## config.mk

```make
export PLATFORM = sky130hd
export DESIGN_NAME = eeenp_regs
export DESIGN_NICKNAME = d
export VERILOG_FILES = /design/src/hw/eeenp_pkg.sv /design/src/hw/eeenp_port.sv /design/src/hw/eeenp_regs.sv
export SDC_FILE = /design/constraint.sdc
export NUM_CORES = 1
export LEC_CHECK = 0
export ABC_AREA = 1
export BUFFER_PORTS_ARGS = -buffer_cell sky130_fd_sc_hd__buf_2
export CORE_ASPECT_RATIO = 0.7
export CORE_UTILIZATION = 62
export CTS_CLUSTER_DIAMETER = 80
export CTS_CLUSTER_SIZE = 14
export DETAILED_ROUTE_END_ITERATION = 8
export GPL_TIMING_DRIVEN = 0
export PLACE_DENSITY = 0.85
export SLEW_MARGIN = 10
export SYNTH_ARGS = -nofsm -noshare
export SYNTH_HDL_FRONTEND = slang
export SYNTH_SLANG_ARGS = --single-unit
```

## constraint.sdc

```tcl
create_clock -name clk -period 2.9 [get_ports clk]
set_input_delay 0.87 -clock clk [delete_from_list [all_inputs] [get_ports clk]]
set_output_delay 0.87 -clock clk [all_outputs]
set_load 0.05 [all_outputs]
```

## src/hw/eeenp_pkg.sv

```systemverilog
package eeenp_pkg;
  // direct switch register addresses
  localparam logic [7:0] ADDR_CTRL   = 8'h6E; // indirect control byte
  localparam logic [7:0] ADDR_OFFS   = 8'h6F; // indirect offset byte
  localparam logic [7:0] ADDR_DATA   = 8'hA0; // indirect data byte
  // control byte fields
  localparam int         TABLE_MSB   = 7;
  localparam int         TABLE_LSB   = 5;
  localparam int         PORT_MSB    = 3;
  localparam logic [2:0] TABLE_EEE   = 3'h1;
  localparam logic [3:0] PORT_FIRST  = 4'h1;
  // indirect offsets inside the eee table
  localparam logic [7:0] OFF_TX_HI   = 8'h0E;
  localparam logic [7:0] OFF_TX_LO   = 8'h0F;
  localparam logic [7:0] OFF_RX_HI   = 8'h10;
  localparam logic [7:0] OFF_RX_LO   = 8'h11;
  // page layout
  localparam int         CODE_W      = 11;
  localparam logic [10:0] CODE_RESET = 11'h001; // code field after reset
  localparam logic [10:0] AUTO_CODE  = 11'h00A; // eee message code sent in auto mode
  localparam logic [1:0] ACK_BURSTS  = 2'h3;    // consistent bursts before ack
  localparam logic [7:0] BYTE_ZERO   = 8'h00;

  // one 16-bit next page, msb first
  typedef struct packed {
    logic              more_pages_follow; // 15
    logic              ack;               // 14, reserved in transmit view
    logic              message_page_flag; // 13
    logic              will_comply_flag;  // 12
    logic              toggle;            // 11
    logic [CODE_W-1:0] code;              // 10..0
  } eeenp_page_t;

  // per-port events from the negotiation arbiter
  typedef struct packed {
    logic        base_done;   // base codeword exchanged, pulse
    logic        base_toggle; // bit 11 of that base codeword
    logic        page_sent;   // one next page exchanged, pulse
    logic        burst_valid; // received burst decoded, pulse
    logic [15:0] burst_word;  // decoded burst word
  } eeenp_link_in_t;
endpackage : eeenp_pkg

```

## src/hw/eeenp_port.sv

```systemverilog
`timescale 1ns/1ps
module eeenp_port
  import eeenp_pkg::*;
(
  input  wire logic           clk,
  input  wire logic           resetn,
  input  wire logic           auto_eee,
  input  wire logic           wr_hi,
  input  wire logic           wr_lo,
  input  wire logic [7:0]     wbyte,
  input  wire eeenp_link_in_t link,
  output eeenp_page_t         tx_reg,
  output eeenp_page_t         tx_page,
  output eeenp_page_t         rx_reg
);
  logic              more_pages_follow; // writable fields
  logic              message_page_flag;
  logic              will_comply_flag;
  logic [CODE_W-1:0] code;
  logic              toggle;            // hardware owned
  logic [15:0]       last_word;         // previous burst
  logic [1:0]        match_cnt;         // consecutive consistent bursts
  logic              burst_match;

  ////////////////////////////////////////////////////////////////////
  // software writable fields, byte wise
  always_ff @(posedge clk or negedge resetn) begin
    if (!resetn) begin
      more_pages_follow <= 1'b0;
      message_page_flag <= 1'b1;
      will_comply_flag  <= 1'b0;
      code              <= CODE_RESET;
    end else begin
      if (wr_hi) begin
        // bit 14 and toggle ignore writes
        more_pages_follow <= wbyte[7];
        message_page_flag <= wbyte[5];
        will_comply_flag  <= wbyte[4];
        code[10:8]        <= wbyte[2:0];
      end
      if (wr_lo) begin
        code[7:0] <= wbyte;
      end
    end
  end

  // toggle: seeded from base codeword, then flips per page
  always_ff @(posedge clk or negedge resetn) begin
    if (!resetn) begin
      toggle <= 1'b0;
    end else if (link.base_done) begin
      toggle <= ~link.base_toggle;
    end else if (link.page_sent) begin
      toggle <= ~toggle;
    end
  end

  // register view; reserved bit reads zero
  always_comb begin
    tx_reg = '{more_pages_follow, 1'b0, message_page_flag, will_comply_flag, toggle, code};
  end

  ////////////////////////////////////////////////////////////////////
  // page handed to the arbiter, registered
  always_ff @(posedge clk or negedge resetn) begin
    if (!resetn) begin
      tx_page <= '0;
    end else if (auto_eee) begin
      // auto mode: built-in eee message page, single page
      tx_page <= '{1'b0, 1'b0, 1'b1, 1'b0, toggle, AUTO_CODE};
    end else begin
      tx_page <= tx_reg;
    end
  end

  ////////////////////////////////////////////////////////////////////
  // consistency ignores the ack bit itself
  assign burst_match = (link.burst_word[15] == last_word[15])
                    && (link.burst_word[13:0] == last_word[13:0]);

  // burst history counter, saturates
  always_ff @(posedge clk or negedge resetn) begin
    if (!resetn) begin
      last_word <= 16'h0000;
      match_cnt <= 2'h0;
    end else if (link.burst_valid) begin
      last_word <= link.burst_word;
      if (!burst_match || match_cnt == 2'h0) begin
        match_cnt <= 2'h1;
      end else if (match_cnt != ACK_BURSTS) begin
        match_cnt <= match_cnt + 2'h1;
      end
    end
  end

  // partner page latched with ack once consistent
  always_ff @(posedge clk or negedge resetn) begin
    if (!resetn) begin
      rx_reg <= '0;
    end else if (link.burst_valid && burst_match && match_cnt == ACK_BURSTS - 2'h1) begin
      rx_reg     <= link.burst_word;
      rx_reg.ack <= 1'b1;
    end
  end
endmodule : eeenp_port

```

## src/hw/eeenp_regs.sv

```systemverilog
`timescale 1ns/1ps
// How it works
// control byte selects eee table and port
// offset byte picks byte, data byte accesses
// transmit page upper at 0x0E, lower 0x0F
// auto eee bit sends page by itself
// bit 15 more pages follow, resets zero
// bit 13 message page flag, resets one
// bit 12 will comply flag, resets zero
// toggle flips each page, read only
// first toggle inverts base codeword bit 11
// code field bits 10-0, resets one
// partner receive page at 0x10, 0x11
// transmit bit 14 reads zero, ignores writes
// ack after three consistent bursts
module eeenp_regs
  import eeenp_pkg::*;
#(
  parameter int NPORTS = 4
) (
  input  wire logic                        clk,
  input  wire logic                        resetn,
  input  wire logic [7:0]                  reg_addr,
  input  wire logic [7:0]                  reg_wdata,
  input  wire logic                        reg_wr,
  input  wire logic                        reg_rd,
  output logic      [7:0]                  reg_rdata,
  input  wire logic                        auto_eee,
  input  wire eeenp_link_in_t [NPORTS-1:0] link_in,
  output eeenp_page_t [NPORTS-1:0]         tx_page
);
  logic [7:0]                  ctrl_byte;    // indirect control
  logic [7:0]                  offs_byte;    // indirect offset
  eeenp_page_t [NPORTS-1:0]    tx_reg;       // per-port transmit view
  eeenp_page_t [NPORTS-1:0]    rx_reg;       // per-port partner page
  logic [NPORTS-1:0]           wr_hi;        // per-port byte strobes
  logic [NPORTS-1:0]           wr_lo;
  logic                        data_wr;      // write to data byte
  logic [7:0]                  next_rdata;

  ////////////////////////////////////////////////////////////////////
  // decode helpers, used by write and read paths
  function automatic logic table_hit(input logic [7:0] c);
    table_hit = (c[TABLE_MSB:TABLE_LSB] == TABLE_EEE);
  endfunction : table_hit

  function automatic logic port_hit(input logic [7:0] c, input logic [3:0] idx);
    port_hit = table_hit(c) && (c[PORT_MSB:0] == idx + PORT_FIRST);
  endfunction : port_hit

  // selector names the eee table and a port that exists
  function automatic logic sel_valid(input logic [7:0] c);
    sel_valid = 1'b0;
    for (int q = 0; q < NPORTS; q++) begin
      if (port_hit(c, 4'(q))) begin
        sel_valid = 1'b1;                 // some port answers
      end
    end
  endfunction : sel_valid

  // byte of a port's registers for one offset, zero elsewhere
  function automatic logic [7:0] pick_byte(input eeenp_page_t t, input eeenp_page_t r,
                                           input logic [7:0] o);
    unique case (o)
      OFF_TX_HI: pick_byte = t[15:8];
      OFF_TX_LO: pick_byte = t[7:0];
      OFF_RX_HI: pick_byte = r[15:8];
      OFF_RX_LO: pick_byte = r[7:0];
      default:   pick_byte = BYTE_ZERO;
    endcase
  endfunction : pick_byte

  ////////////////////////////////////////////////////////////////////
  // direct control and offset bytes
  always_ff @(posedge clk or negedge resetn) begin
    if (!resetn) begin
      ctrl_byte <= BYTE_ZERO;
    end else if (reg_wr && reg_addr == ADDR_CTRL) begin
      ctrl_byte <= reg_wdata;
    end
  end

  always_ff @(posedge clk or negedge resetn) begin
    if (!resetn) begin
      offs_byte <= BYTE_ZERO;
    end else if (reg_wr && reg_addr == ADDR_OFFS) begin
      offs_byte <= reg_wdata;
    end
  end

  // data byte write strobe, decoded once and shared by every port slice
  assign data_wr = reg_wr && (reg_addr == ADDR_DATA);

  ////////////////////////////////////////////////////////////////////
  // one register slice per port
  for (genvar i = 0; i < NPORTS; i++) begin : g_port
    // only transmit bytes are writable; receive page is read only
    assign wr_hi[i] = data_wr && port_hit(ctrl_byte, 4'(i)) && offs_byte == OFF_TX_HI;
    assign wr_lo[i] = data_wr && port_hit(ctrl_byte, 4'(i)) && offs_byte == OFF_TX_LO;

    eeenp_port u_port (
      .clk      (clk),
      .resetn   (resetn),
      .auto_eee (auto_eee),
      .wr_hi    (wr_hi[i]),
      .wr_lo    (wr_lo[i]),
      .wbyte    (reg_wdata),
      .link     (link_in[i]),
      .tx_reg   (tx_reg[i]),
      .tx_page  (tx_page[i]),
      .rx_reg   (rx_reg[i])
    );
  end

  ////////////////////////////////////////////////////////////////////
  // read mux; unselected table, port or offset reads zero
  always_comb begin
    next_rdata = BYTE_ZERO;
    unique case (reg_addr)
      ADDR_CTRL: next_rdata = ctrl_byte;
      ADDR_OFFS: next_rdata = offs_byte;
      ADDR_DATA: begin
        // at most one port can match, so the loop order does not matter
        for (int p = 0; p < NPORTS; p++) begin
          if (port_hit(ctrl_byte, 4'(p))) begin
            next_rdata = pick_byte(tx_reg[p], rx_reg[p], offs_byte); // see R2 see R3
          end
        end
      end
      default: next_rdata = BYTE_ZERO;
    endcase
  end

  // read data registered, held between reads
  // holding it lets a slow master fetch the byte any time before its next read
  always_ff @(posedge clk or negedge resetn) begin
    if (!resetn) begin
      reg_rdata <= BYTE_ZERO;
    end else if (reg_rd) begin
      reg_rdata <= next_rdata;
    end
  end
endmodule : eeenp_regs

```

# Word-level counts from Yosys, hierarchy flattened
# Cells that the tools add are included.
# totals
reg_bits	284
input_bits	101
out_inout_bits	72
elab_cells	207
# classes
addsub	4
eq_ne	28
n_mux	29
bitwise	8
reduce_logical	55
# ops
op	count
$pmux W8 S4	4
$mux W16	4
$eq A14 B14 Y1	4
$mux W8	4
$logic_and A1 B1 Y1	31
$pmux W8 S3	1
$eq A8 B4 Y1 const B	2
$eq A8 B5 Y1 const B	2
$eq A8 B7 Y1 const B	2
$mux W2	8
$reduce_bool A2 Y1	8
$add A2 B1 Y2 const B	4
$eq A2 B2 Y1 const B	4
$eq A4 B2 Y1 const B	2
$eq A8 B8 Y1 const B	1
$logic_not A2 Y1	4
$mux W1	8
$ne A2 B2 Y1 const B	4
$not A1 Y1	8
$reduce_and A2 Y1	4
$eq A1 B1 Y1	4
$eq A4 B1 Y1 const B	1
$eq A4 B3 Y1 const B	1
$logic_not A1 Y1	4
2 further kinds	5

# Longest topological paths before layout
# depth
ltp_word	7
ltp_mapped	16
mapped_depth_nobuf	15

# Modules after synthesis
# From an unflattened synthesis, not the netlist that was laid out.
# unflattened
hier_cells	1716
hier_area_um2	13500.4
# by_module_without_submodules
mod	instances	cells_each	area_per_inst_um2	seq_area_each_um2
eeenp_port	4	305	2682.6	1579.0
eeenp_regs	1	496	2770.2	600.6

# Worst setup path before layout
# OpenSTA, ideal clock, no wires.
# synth_path
path_kind	input port to flip-flop
start	input reg_addr[5]
end	register ctrl_byte[0]
setup_time_ns	0.129
t_arrival_ns	1.926
t_required_ns	2.771
slack_ns	0.845
stages	7
n_path_buf	1
cell_sequence	inv_1 > or2_1 > nor3_4 > nand3_2 > nor2_4 > buf_2 > o21ai_0
# synth_via
elab_chain_len	2
# synth_rtl
item	line_no	source
from (decl)	eeenp_regs.sv:23	input wire logic [7:0] reg_addr,
$eq A8 B7 Y1	eeenp_regs.sv:78	end else if (reg_wr && reg_addr == ADDR_CTRL) begin
$logic_and A1 B1 Y1	eeenp_regs.sv:78	
to (signal assigned)	eeenp_regs.sv:79	ctrl_byte <= reg_wdata;
to (decl)	eeenp_regs.sv:32	logic [7:0] ctrl_byte;
# No other way between the ends.
# A chain may end at the register's enable or synchronous reset.

# Worst setup path after layout
# layout_path
start	register offs_byte[0]
end	register reg_rdata[7]
# layout_via
elab_chain_len	7
elab_cells_between_ends	13
classes_between	eq/ne (4); mux (9)
# layout_rtl
item	line_no	source
from (decl)	eeenp_regs.sv:33	logic [7:0] offs_byte;
from (signal assigned)	eeenp_regs.sv:87	offs_byte <= reg_wdata;
$eq A8 B5 Y1 / $eq A8 B4 Y1 (equally long branches)	eeenp_regs.sv:64	unique case (o)
$pmux W8 S4	eeenp_regs.sv:64	
$mux W8 (3 in a row)	eeenp_regs.sv:125	if (port_hit(ctrl_byte, 4'(p))) begin
$mux W8 *	eeenp_regs.sv:125	
$pmux W8 S3 *	eeenp_regs.sv:119	unique case (reg_addr)
to (signal assigned)	eeenp_regs.sv:140	reg_rdata <= next_rdata;
to (decl)	eeenp_regs.sv:27	output logic [7:0] reg_rdata,
# Every way passes the cells marked *; elsewhere a longest branch is shown, timed or not.

==> results by group <==
Floorplanning
  • Initial Util: 0.642
  • Core area: 0.0201 mm2
  • Num rows: 43
  • Die Y: 123 um
  • Die Span X: 174 um
  • I/O pin count: 173
  • Full die area: 0.0214 mm2

Timing
  • Final Hold Vio Count: 0
  • Worst-Margin Slew: 0.664 ns
  • Final setup TNS: 0 ns
  • Rel. slew slack: 0.557
  • RSZ-0062 raised after global routing: false
  • Final Cycle Share: 0.754
  • Number of setup violations in the final report: 0
  • Fmax: about 0.46 GHz
  • Period minus WS final: 2.19 ns
  • Clock skew: 0.0104 ns
  • Max-slew violations: 0

Clock tree
  • Clock transition at path regs: roughly 0.07 ns
  • CTS tree: done
  • CTS Buf Count: 23
  • Clock Tree Root: clkbuf_16
  • Postcts setup bufs: 0
  • CTS H-Tree Depth: 1
  • Hold_buf cts: 0
  • Worst skew pair latency: 0.51 ns
  • Post_cts resized: 0
  • CTS Buffer Depth: 3
  • Clock sink total: 276

Logic synthesis
  • Synth Area in Compound Gates: 0.0785
  • Post-synthesis cell area: 0.0129 mm2
  • Ys flop type: dfrtp_1
  • #FFs+latches synth: 276
  • Simple-gate share of the synthesized area: 0.214
  • Synth unique cells: 41
  • Multiplexer share of the synthesized area: 0.0293
  • Largest family of logic cells by synthesized area: simple AND/OR/NAND/NOR gates
  • Syn_area_per_cell: 8.76 um2
  • Largest area contributor in the netlist: dfrtp_1
  • Synth top area share: 0.521
  • Adder-cell share of the synthesized area: 0.0117
  • Post-Syn Instances: 1470
  • Synth top area cells: dfrtp_1 (52%), nand2_1 (9.9%), inv_1 (5.9%)
  • Area share of xor/xnor cells in the synthesized design: 0.0422
  • Post-synth EDFFs: 0
  • YS warnings: 0
  • Synth async-reset ratio: 1.00
  • Sequential share of the synthesized area: 0.537

Worst setup path
  • Critical Path RT: 3.35 ns
  • Critical path peak fanout: 10
  • CP dominant cell by count: nand2_1
  • Worst setup path start: offs_byte[0]$_DFFE_PN0P_
  • Crit. End Element: register
  • Crit path arrival time: 2.64 ns
  • Crit-path slowest cell: dfrtp_1
  • Ordered list of cells on the worst path: inv_1, nand2_1, nor2_2, nand2_2, buf_4, o21ai_1, nor2_1, nor2_1, nor2_1, nand2_1, nand2_1, nand2_1, nand2_1, nand2_1
  • Crit path kind: reg2reg
  • Max stage delay on crit path: 0.39 ns
  • Startpoint types: register
  • Reg2reg start: offs_byte[0]$_DFFE_PN0P_

Layout
  • Layout cell share with drive strength beyond 1: 0.187
  • Layout Cell Area excl Fill: 0.0148 mm2
  • # nets final: 1773
  • Max reg flops: 64
  • Layout area overhead: 14.6%

Power and ir drop
  • Tot Pwr: 0.00770 W
  • PD cells: 521 mW/mm2
  • Leakage dissipation: 7.35 nW
  • Maximum vdd drop: 0.450 mV

Routing
  • First-pass iteration count of the detailed router: 5
  • Total Wirelength: 32700 um
  • Drt via density: between 5 and 6
  • DR WL/cell: about 17 um
  • DRT iter0 DRCs: 924
  • # DRC: 0
  • Detailed-route via count: 10562
  • Antenna-violating nets left: 0

Global route
  • Vias in the first global route: 10126
  • Pin count of the biggest net entering global routing: 112
  • Initial antenna violation count: 1
  • First-pass GRT wire length: 52300 um
  • GRT overflow: 0
  • Tot GR Track Use: 0.316

Hold path
  • Hold Crit Class: in2async

Placed design
  • IO buf count: 160
  • Post-detail-place hpwl: 24300 um
  • GP Congestion: between 1 and 1.5
  • Placed instance area: 0.0141 mm2

Run status
  • Outcome: complete, no violations

Job
  • # Max-Cap Violations: 0
[layout make-up]
cell class	instances	area [um2]
antenna	1	2.50
buffer	58	312
clock buffer	39	636
clock inverter	1	30.0
fill	1456	5310
inverter	214	803
multi-input combinational	925	4860
sequential	276	6920
tap	270	338
timing repair buffer	162	866
[per-stage QoR]
stage / hold WS, ns / cells / util / worst slack (ns)
floorplan: 0.393 / 1473 / - / 0.845
global placement: 0.436 / 1903 / 0.699 / -3.92
detailed placement: 0.435 / 1905 / 0.702 / 0.411
CTS: 0.380 / 1945 / 0.735 / 0.759
global route: 0.416 / 1946 / 0.736 / 0.601
finish: 0.364 / 1946 / 0.736 / 0.713
[layer usage]
metal	vias up	share of wire	global-route usage
met5	-	0	0
li1	4972	-	-
met4	0	0.021	0.0768
met1	5059	0.44	0.462
met2	472	0.44	0.479
met3	59	0.098	0.0750
[power breakdown]
part	internal [W]	switching, W	total, W
sequential	0.00398	0.0000914	0.00407
combinational	0.000264	0.000457	0.000720
clock	0.00157	0.00133	0.00291
total	0.00581	0.00188	0.00770
[path summary, 6_finish.rpt]
kind                                                        endpoint  slack, ns  cells past startpoint
max                                         reg_rdata[7]$_DFFE_PN0P_       0.71                     14
min                           g_port[3].u_port.tx_page[12]$_DFF_PN0_       0.36                      1
max reg2reg                                 reg_rdata[7]$_DFFE_PN0P_       0.71                     14
min reg2reg                   g_port[2].u_port.tx_page[11]$_DFF_PN0_       0.45                      0
max in group asynchronous  g_port[1].u_port.last_word[2]$_DFFE_PN0P_       1.22                      3
min in group clk              g_port[2].u_port.tx_page[11]$_DFF_PN0_       0.45                      0
[critical path, delay by kind of cell, from the launching register on]
family	cells	cell delay (ns)
and+or+nand+nor	11	1.15
DFF	1	0.39
AOI/OAI and AO/OA	1	0.21
buffers and inverters	2	0.37
[cell usage after synthesis, types with 7 or more instances]
cell and number:
nand2_1 338, dfrtp_1 268, inv_1 202, nor2_1 135
o21ai_0 104, nand3_1 80, xnor2_1 57, o21ai_1 43
mux2_2 30, a21oi_1 25, clkbuf_1 23, nand4_1 20
buf_2 15, ha_1 12, inv_2 12, or2_2 12
buf_4 10, o22ai_1 10, dfstp_2 8, nor2_4 7
o21ai_2 7
[cell usage in the layout (no fill, tap or decap), types with 3 or more instances in the layout]
master / count
o21ai_0: 104
xnor2_1: 57
o21ai_1: 43
nor3_1: 5
o22ai_1: 10
nor2_4: 7
inv_1: 202
buf_6: 5
conb_1: 4
mux2_2: 30
nand3_2: 5
clkbuf_16: 23
or2_2: 12
buf_4: 10
a21oi_1: 25
dfrtp_1: 268
buf_1: 5
dfstp_2: 8
nand2_2: 3
inv_2: 12
ha_1: 12
buf_2: 174
nand2_1: 338
o21ai_2: 7
nand4_1: 20
clkbuf_1: 39
nor2_1: 135
mux2i_1: 4
nand3_1: 80
xor2_1: 5
[cell families after synthesis]
group	count (synthesis)
simple gates	621
flops	276
buf+inv	272
compound gates	192
xor+xnor	62
mux	34
fa+ha+maj	12
other cells	1
(Power assumes the default switching activity.)
